<file path="src/logic/sasw_pkg.sv">
package sasw_pkg;
  localparam int FIFO_DEPTH = 16;
  localparam int PTR_W      = 4;
  localparam int CNT_W      = 5;
  // word 1 bit positions
  localparam int B_READY    = 0;
  localparam int B_ESTOP    = 1;
  localparam int B_INFO     = 2;
  localparam int B_MINOR    = 3;
  localparam int B_MAJOR    = 4;
  localparam int B_FULL     = 5;
  localparam int B_NEED_HOME = 8;
  localparam int B_HOMING   = 9;
  localparam int B_RETRACT  = 10;
  localparam int B_AT_HOME  = 11;
  localparam int B_OT_NEG   = 12;
  localparam int B_OT_POS   = 13;
  localparam int B_CFG_FAIL = 14;
  localparam int B_CFG_OK   = 15;
  // configuration word 1 view select bits
  localparam int SEL_LO     = 6;
  localparam int SEL_HI     = 7;
  // revision identifier, value arbitrary
  localparam logic [15:0] REV_ID = 16'h0A5C;
  localparam logic [15:0] WORD_RST = 16'h0000;

  typedef enum logic [1:0] {
    FK_INFO  = 2'h0,
    FK_MINOR = 2'h1,
    FK_MAJOR = 2'h2
  } sasw_kind_t;

  typedef enum logic [1:0] {
    CS_BOOT   = 2'h0,
    CS_OK     = 2'h1,
    CS_VERIFY = 2'h3,
    CS_FAIL   = 2'h2
  } sasw_cfg_t;

  typedef struct packed {
    logic homing;
    logic retract;
    logic at_home_tol;
    logic ot_neg;
    logic ot_pos;
    logic feedback_fault;
    logic homed_done;
  } sasw_axis_t;
endpackage

</file>
<file path="src/logic/sasw_status_words.sv">
`timescale 1ns/1ps
module sasw_status_words (
  // clock and reset
  input  wire logic               clk_sys_in,
  input  wire logic               arst_n_in,
  // configuration and control
  input  wire logic [15:0]        cfg_word1_in,
  input  wire logic               powerup_ok_in,
  input  wire logic               report_inhibit_in,
  input  wire logic               estop_in,
  input  wire logic               estop_reset_in,
  // fault reporting
  input  wire logic               fault_push_in,
  input  wire sasw_pkg::sasw_kind_t fault_kind_in,
  input  wire logic               clear_one_in,
  input  wire logic               clear_all_in,
  // motion state
  input  wire sasw_pkg::sasw_axis_t axis_in,
  input  wire logic               blend_running_in,
  input  wire logic [15:0]        blend_segment_in,
  // bulk configuration transfer
  input  wire logic               bulk_config_transfer_in,
  input  wire logic               verify_done_in,
  input  wire logic               verify_pass_in,
  // status words
  output logic [15:0]             revision_or_segment_word_out,
  output logic [15:0]             axis_condition_word_out
);
  localparam int D = sasw_pkg::FIFO_DEPTH;

  // fault queue state
  logic [1:0]                 kind_q [D];
  logic [1:0]                 kind_d [D];
  logic [sasw_pkg::PTR_W-1:0] rd_q;
  logic [sasw_pkg::PTR_W-1:0] rd_d;
  logic [sasw_pkg::PTR_W-1:0] wr_q;
  logic [sasw_pkg::PTR_W-1:0] wr_d;
  logic [sasw_pkg::CNT_W-1:0] cnt_q;
  logic [sasw_pkg::CNT_W-1:0] cnt_d;
  logic                       push;
  logic                       pop;
  logic                       q_full;
  logic                       q_empty;
  logic                       has_info;
  logic                       has_minor;
  logic                       has_major;
  // sticky condition state
  logic                       ready_q;
  logic                       ready_d;
  logic                       estop_q;
  logic                       estop_d;
  logic                       need_home_q;
  logic                       need_home_d;
  // position condition state
  logic                       at_home_q;
  logic                       at_home_d;
  logic                       ot_neg_q;
  logic                       ot_neg_d;
  logic                       ot_pos_q;
  logic                       ot_pos_d;
  // configuration outcome state
  sasw_pkg::sasw_cfg_t        cfg_q;
  sasw_pkg::sasw_cfg_t        cfg_d;
  // status word registers
  logic [15:0]                w0_q;
  logic [15:0]                w0_d;
  logic [15:0]                w1_q;
  logic [15:0]                w1_d;

  function automatic logic [sasw_pkg::PTR_W-1:0] ptr_inc(
    input logic [sasw_pkg::PTR_W-1:0] p);
    return p + 1'b1;
  endfunction

  // full means every entry holds a report
  function automatic logic cnt_full(
    input logic [sasw_pkg::CNT_W-1:0] c);
    return (c == D[sasw_pkg::CNT_W-1:0]);
  endfunction

  function automatic logic [sasw_pkg::CNT_W-1:0] cnt_next(
    input logic [sasw_pkg::CNT_W-1:0] c,
    input logic                       inc,
    input logic                       dec);
    logic [sasw_pkg::CNT_W-1:0] n;
    n = c;
    // push and pop together leave the count alone
    if (inc && !dec) begin
      n = c + 1'b1;
    end else if (dec && !inc) begin
      n = c - 1'b1;
    end
    return n;
  endfunction

  function automatic logic [1:0] view_sel(input logic [15:0] cfg);
    return {cfg[sasw_pkg::SEL_HI], cfg[sasw_pkg::SEL_LO]};
  endfunction

  function automatic logic queued_kind(
    input logic [1:0]                 k [D],
    input logic [sasw_pkg::PTR_W-1:0] rd,
    input logic [sasw_pkg::CNT_W-1:0] cnt,
    input logic [1:0]                 want);
    logic                       f;
    logic [sasw_pkg::PTR_W-1:0] idx;
    f = 1'b0;
    for (int i = 0; i < D; i++) begin
      idx = rd + i[sasw_pkg::PTR_W-1:0];
      if ((i[sasw_pkg::CNT_W-1:0] < cnt) && (k[idx] == want)) begin
        f = 1'b1;
      end
    end
    return f;
  endfunction

  // fault queue
  always_comb begin
    q_full  = cnt_full(cnt_q);
    q_empty = (cnt_q == '0);
    // a full queue drops new reports, so the oldest ones stay for the host
    push    = fault_push_in && !report_inhibit_in && !q_full;
    pop     = clear_one_in && !q_empty;
    kind_d  = kind_q;
    rd_d    = rd_q;
    wr_d    = wr_q;
    cnt_d   = cnt_q;
    // clear-all beats a push or pop in the same cycle
    if (clear_all_in) begin
      rd_d  = '0;
      wr_d  = '0;
      cnt_d = '0;
    end else begin
      if (push) begin
        kind_d[wr_q] = fault_kind_in;
        wr_d         = ptr_inc(wr_q);
      end
      if (pop) begin
        rd_d = ptr_inc(rd_q);
      end
      cnt_d = cnt_next(cnt_q, push, pop);
    end
  end

  always_ff @(posedge clk_sys_in or negedge arst_n_in) begin
    if (!arst_n_in) begin
      for (int i = 0; i < D; i++) begin
        kind_q[i] <= 2'h0;
      end
      rd_q  <= '0;
      wr_q  <= '0;
      cnt_q <= '0;
    end else begin
      kind_q <= kind_d;
      rd_q   <= rd_d;
      wr_q   <= wr_d;
      cnt_q  <= cnt_d;
    end
  end

  // sticky power-up, estop and homing state
  always_comb begin
    ready_d     = ready_q | powerup_ok_in;
    estop_d     = estop_q;
    need_home_d = need_home_q;
    // an estop still present beats a reset request in the same cycle
    if (estop_in) begin
      estop_d = 1'b1;
    end else if (estop_reset_in) begin
      estop_d = 1'b0;
    end
    // a feedback fault beats a homing completion in the same cycle
    if (axis_in.feedback_fault) begin
      need_home_d = 1'b1;
    end else if (axis_in.homed_done) begin
      need_home_d = 1'b0;
    end
  end

  always_ff @(posedge clk_sys_in or negedge arst_n_in) begin
    if (!arst_n_in) begin
      ready_q     <= 1'b0;
      estop_q     <= 1'b0;
      need_home_q <= 1'b1;
    end else begin
      ready_q     <= ready_d;
      estop_q     <= estop_d;
      need_home_q <= need_home_d;
    end
  end

  // position conditions, registered from the motion inputs, with at-home forced low while homing
  always_comb begin
    at_home_d = axis_in.at_home_tol && !axis_in.homing;
    ot_neg_d  = axis_in.ot_neg;
    ot_pos_d  = axis_in.ot_pos;
  end

  always_ff @(posedge clk_sys_in or negedge arst_n_in) begin
    if (!arst_n_in) begin
      at_home_q <= 1'b0;
      ot_neg_q  <= 1'b0;
      ot_pos_q  <= 1'b0;
    end else begin
      at_home_q <= at_home_d;
      ot_neg_q  <= ot_neg_d;
      ot_pos_q  <= ot_pos_d;
    end
  end

  // configuration outcome; a transfer before power-up completes is ignored
  always_comb begin
    cfg_d = cfg_q;
    case (cfg_q)
      sasw_pkg::CS_BOOT: begin
        cfg_d = powerup_ok_in ? sasw_pkg::CS_OK : sasw_pkg::CS_BOOT;
      end
      sasw_pkg::CS_OK,
      sasw_pkg::CS_FAIL: begin
        cfg_d = bulk_config_transfer_in ? sasw_pkg::CS_VERIFY : cfg_q;
      end
      sasw_pkg::CS_VERIFY: begin
        if (verify_done_in) begin
          cfg_d = verify_pass_in ? sasw_pkg::CS_OK : sasw_pkg::CS_FAIL;
        end
      end
      default: begin
        cfg_d = sasw_pkg::CS_BOOT;
      end
    endcase
  end

  always_ff @(posedge clk_sys_in or negedge arst_n_in) begin
    if (!arst_n_in) begin
      cfg_q <= sasw_pkg::CS_BOOT;
    end else begin
      cfg_q <= cfg_d;
    end
  end

  assign has_info  = queued_kind(kind_q, rd_q, cnt_q, sasw_pkg::FK_INFO);
  assign has_minor = queued_kind(kind_q, rd_q, cnt_q, sasw_pkg::FK_MINOR);
  assign has_major = queued_kind(kind_q, rd_q, cnt_q, sasw_pkg::FK_MAJOR);

  // status word composition
  always_comb begin
    w0_d = sasw_pkg::WORD_RST;
    case (view_sel(cfg_word1_in))
      2'b00:   w0_d = sasw_pkg::REV_ID;
      2'b01:   w0_d = blend_running_in ? blend_segment_in : sasw_pkg::WORD_RST;
      default: w0_d = sasw_pkg::WORD_RST;
    endcase

    w1_d = sasw_pkg::WORD_RST;
    w1_d[sasw_pkg::B_READY]     = ready_q;
    w1_d[sasw_pkg::B_ESTOP]     = estop_q;
    w1_d[sasw_pkg::B_INFO]      = has_info;
    w1_d[sasw_pkg::B_MINOR]     = has_minor;
    w1_d[sasw_pkg::B_MAJOR]     = has_major;
    w1_d[sasw_pkg::B_FULL]      = q_full;
    w1_d[sasw_pkg::B_NEED_HOME] = need_home_q;
    w1_d[sasw_pkg::B_HOMING]    = axis_in.homing;
    w1_d[sasw_pkg::B_RETRACT]   = axis_in.retract;
    w1_d[sasw_pkg::B_AT_HOME]   = at_home_q;
    w1_d[sasw_pkg::B_OT_NEG]    = ot_neg_q;
    w1_d[sasw_pkg::B_OT_POS]    = ot_pos_q;
    w1_d[sasw_pkg::B_CFG_FAIL]  = (cfg_q == sasw_pkg::CS_FAIL);
    w1_d[sasw_pkg::B_CFG_OK]    = (cfg_q == sasw_pkg::CS_OK);
  end

  // both words leave flip-flops, so the host never samples a word mid-update
  always_ff @(posedge clk_sys_in or negedge arst_n_in) begin
    if (!arst_n_in) begin
      w0_q <= sasw_pkg::WORD_RST;
      w1_q <= sasw_pkg::WORD_RST;
    end else begin
      w0_q <= w0_d;
      w1_q <= w1_d;
    end
  end

  assign revision_or_segment_word_out = w0_q;
  assign axis_condition_word_out      = w1_q;
endmodule

</file>
<file path="config.mk">
export PLATFORM = sky130hd
export DESIGN_NAME = sasw_status_words
export DESIGN_NICKNAME = d
export VERILOG_FILES = /design/src/logic/sasw_pkg.sv /design/src/logic/sasw_status_words.sv
export SDC_FILE = /design/constraint.sdc
export NUM_CORES = 1
export LEC_CHECK = 0
export BUFFER_PORTS_ARGS = -buffer_cell sky130_fd_sc_hd__buf_4
export CORE_UTILIZATION = 25
export CTS_CLUSTER_DIAMETER = 30
export DETAILED_ROUTE_END_ITERATION = 16
export PLACE_DENSITY_LB_ADDON = 0.25
export SLEW_MARGIN = 20
export SYNTH_ARGS = -nofsm -noshare
export SYNTH_HDL_FRONTEND = slang
export SYNTH_SLANG_ARGS = --single-unit
</file>
<file path="constraint.sdc">
create_clock -name clk_sys_in -period 10.6 [get_ports clk_sys_in]
set_clock_uncertainty 0.1 [all_clocks]
set_input_delay 0 -clock clk_sys_in [delete_from_list [all_inputs] [get_ports clk_sys_in]]
set_output_delay 0 -clock clk_sys_in [all_outputs]
set_load 0.02 [all_outputs]
</file>
==> metrics <==
clk sink count 83; crit share post-route 40.2%; largest net degree at the start of global routing 71; Tightest Pin Transition 0.888 ns; area share of the largest cell type after synthesis 32.4%; clock transition at the registers of the reported paths 0.08 ns; GR Util All Layers between 10% and 20%; fraction of registers with async set/reset 100%; Most used DFF post-synth dfrtp_1; DRC 0; dpl cells just over 900; commonest non-fill, non-tap cells in the layout dfrtp_1 (82), buf_4 (76), nand2_1 (50), mux4_2 (50), mux2_2 (45); row count 57; Pre-antenna DRT Iters 5; TritonCTS Buffers 9; leakage approximately 3.3 nW; num ports 86; Vias per Instance slightly above 5; detailed-route via count between 5k and 6k; class of the worst hold path in -> reg; Final Hold Fails 0; CTS tree done; Final #Nets 737; Post-CTS Resized 0; RePlAce Congestion 0.857; final setup violation count 0; routed wire length 17200 um; Max Fclk 235 MHz; Max-cap violations 0; CP startpoint kind flop; clk root buf clkbuf_16; Antenna Cells 0; post-synthesis cell type count 65; global route overflow 0; non-filler cells in the finished layout about 990; hpwl dp 12600 um; power per standard cell area 185 nW/um2; critical path data arrival time about 4.4 ns; Slew Limit Fails 0; H-tree depth 3; Yosys reg bits 83; Worst-Skew Late Latency 0.35 ns; clk buf depth 2; Die Area approximately 26000 um2; vias in the first global route between 5k and 6k; initial drt markers 351; synth warn 0; EDFF count, synth 0; Post-CTS Hold Fix Bufs 43; outcome complete, no violations; IO Port Bufs 69; sequential fraction of the synthesis area 32.8%; crit-path max FO 40; element type at the critical path end flop; Area contributors post-synth dfrtp_1 (32%), mux4_2 (18%), mux2_2 (8.0%); Min Clock Period, post-route 4.26 ns; CP Class reg -> reg; fill count 2503; Routed Antenna Nets 0; mapped cell area around 6300 um2; Avg Inst Size Synth about 11 um2; unrepaired setup endpoints after global routing false; share of cells above drive strength 1 29.9%; Die W 161 um; initial antenna violation count 0; commonest non-fill, non-tap cell in the layout dfrtp_1; Worst VDD drop roughly 0.12 mV; slew margin rel. 40.8%; Yosys top cell by area dfrtp_1; routed len/inst 17.4 um; first-pass GRT wire length 28300 um; Setup Fix Bufs, Post-CTS 0; Setup Total Neg Slack 0 ns; Initial Util between 20% and 30%; Cells after Synth 564; area added between synthesis and finish 23.8%; critical path required time 10.71 ns; die height roughly 160 um; Core ar. between 20000 and 25000 um2
cells in the mapped netlist, types with 15 or more instances:
library cell  number
dfrtp_1           82
mux4_2            50
mux2_2            45
mux2i_1           19
nand3_1           32
nor3_1            15
ha_1              19
nor2_1            37
a21oi_1           32
nand2_1           50
inv_1             19
and2_1            15
report_power, final:
part	internal [mW]	switching, mW
clock network	0.211	0.150
registers	0.355	0.0569
logic	0.312	0.363
total	0.878	0.570
area by class of cell:
cell class                      instances  area [um2]  area share [%]
Tap cell                              324         405            5.17
Sequential cell                        83        2080            26.5
Clock inverter                          7         105            1.34
Inverter                               20        75.1           0.958
Timing Repair Buffer                  119        1000            12.8
Clock buffer                            9         225            2.87
Multi-Input combinational cell        431        3950            50.4
per-stage QoR:
stage	setup slack (ns)	hold WS [ns]	util [%]	total power, mW	area, um2
2_1_floorplan	7.18	-0.396	-	0.931	6330
5_1_grt	6.00	0.0628	31.9	1.55	7840
6_report	6.34	0.0473	31.9	1.45	7840
3_3_place_gp	6.25	-0.233	28.8	1.07	7080
4_1_cts	6.29	0.0432	31.9	1.46	7840
3_5_place_dp	6.30	-0.235	28.8	1.07	7080
logic make-up after synthesis:
family          count (synthesis)  synth area share (%)
compound gates                 75                  7.73
flops                          83                  32.8
simple gates                  189                  14.8
fa+ha+maj                      20                  3.91
mux                           126                  32.9
xor+xnor                       19                  2.98
buf+inv                        51                  4.86
other cells                     1                0.0592
metal layers:
layer,wire (um),share of wire [%],vias to the layer above,track usage (%)
met2,8050,47,143,22.5
met5,0,0,-,0
met1,8160,47,2546,19.1
met3,800,4.6,18,2.44
met4,223,1.3,0,3.77
li1,-,-,2323,-
sequential cells by signal, indices dropped and copies added (netlist names):
register / cells
kind_q: 32
revision_or_segment_word_out: 16
axis_condition_word_out: 14
cnt_q: 5
rd_q: 4
wr_q: 4
cfg_q: 2
at_home_q: 1
estop_q: 1
need_home_q: 1
ot_neg_q: 1
ot_pos_q: 1
ready_q: 1
critical path, stage by stage, from the launching register on:
cell and delay [ns]:
dfrtp_1 0.32, buf_4 0.41, inv_1 0.49, ha_1 0.44, buf_4 0.37, mux4_1 0.73, mux4_2 0.51, nor3b_1 0.17
a2111oi_2 0.37, nand4_1 0.15
worst paths after layout:
kind / slack (ns) / from / to / cells past startpoint
min reg2reg: 0.25 / ot_pos_q$_DFF_PN0_ / axis_condition_word_out[13]$_DFF_PN0_ / 0
max in group asynchronous: 9.30 / arst_n_in / rd_q[2]$_DFFE_PN0P_ / 3
min in group asynchronous: 0.35 / arst_n_in / kind_q[18]$_DFFE_PN0P_ / 3
max reg2reg: 6.34 / rd_q[0]$_DFFE_PN0P_ / axis_condition_word_out[4]$_DFF_PN0_ / 9
min: 0.05 / report_inhibit_in / wr_q[1]$_DFFE_PN0P_ / 5
max: 6.34 / rd_q[0]$_DFFE_PN0P_ / axis_condition_word_out[4]$_DFF_PN0_ / 9
Power figures use the tool's default switching activity.
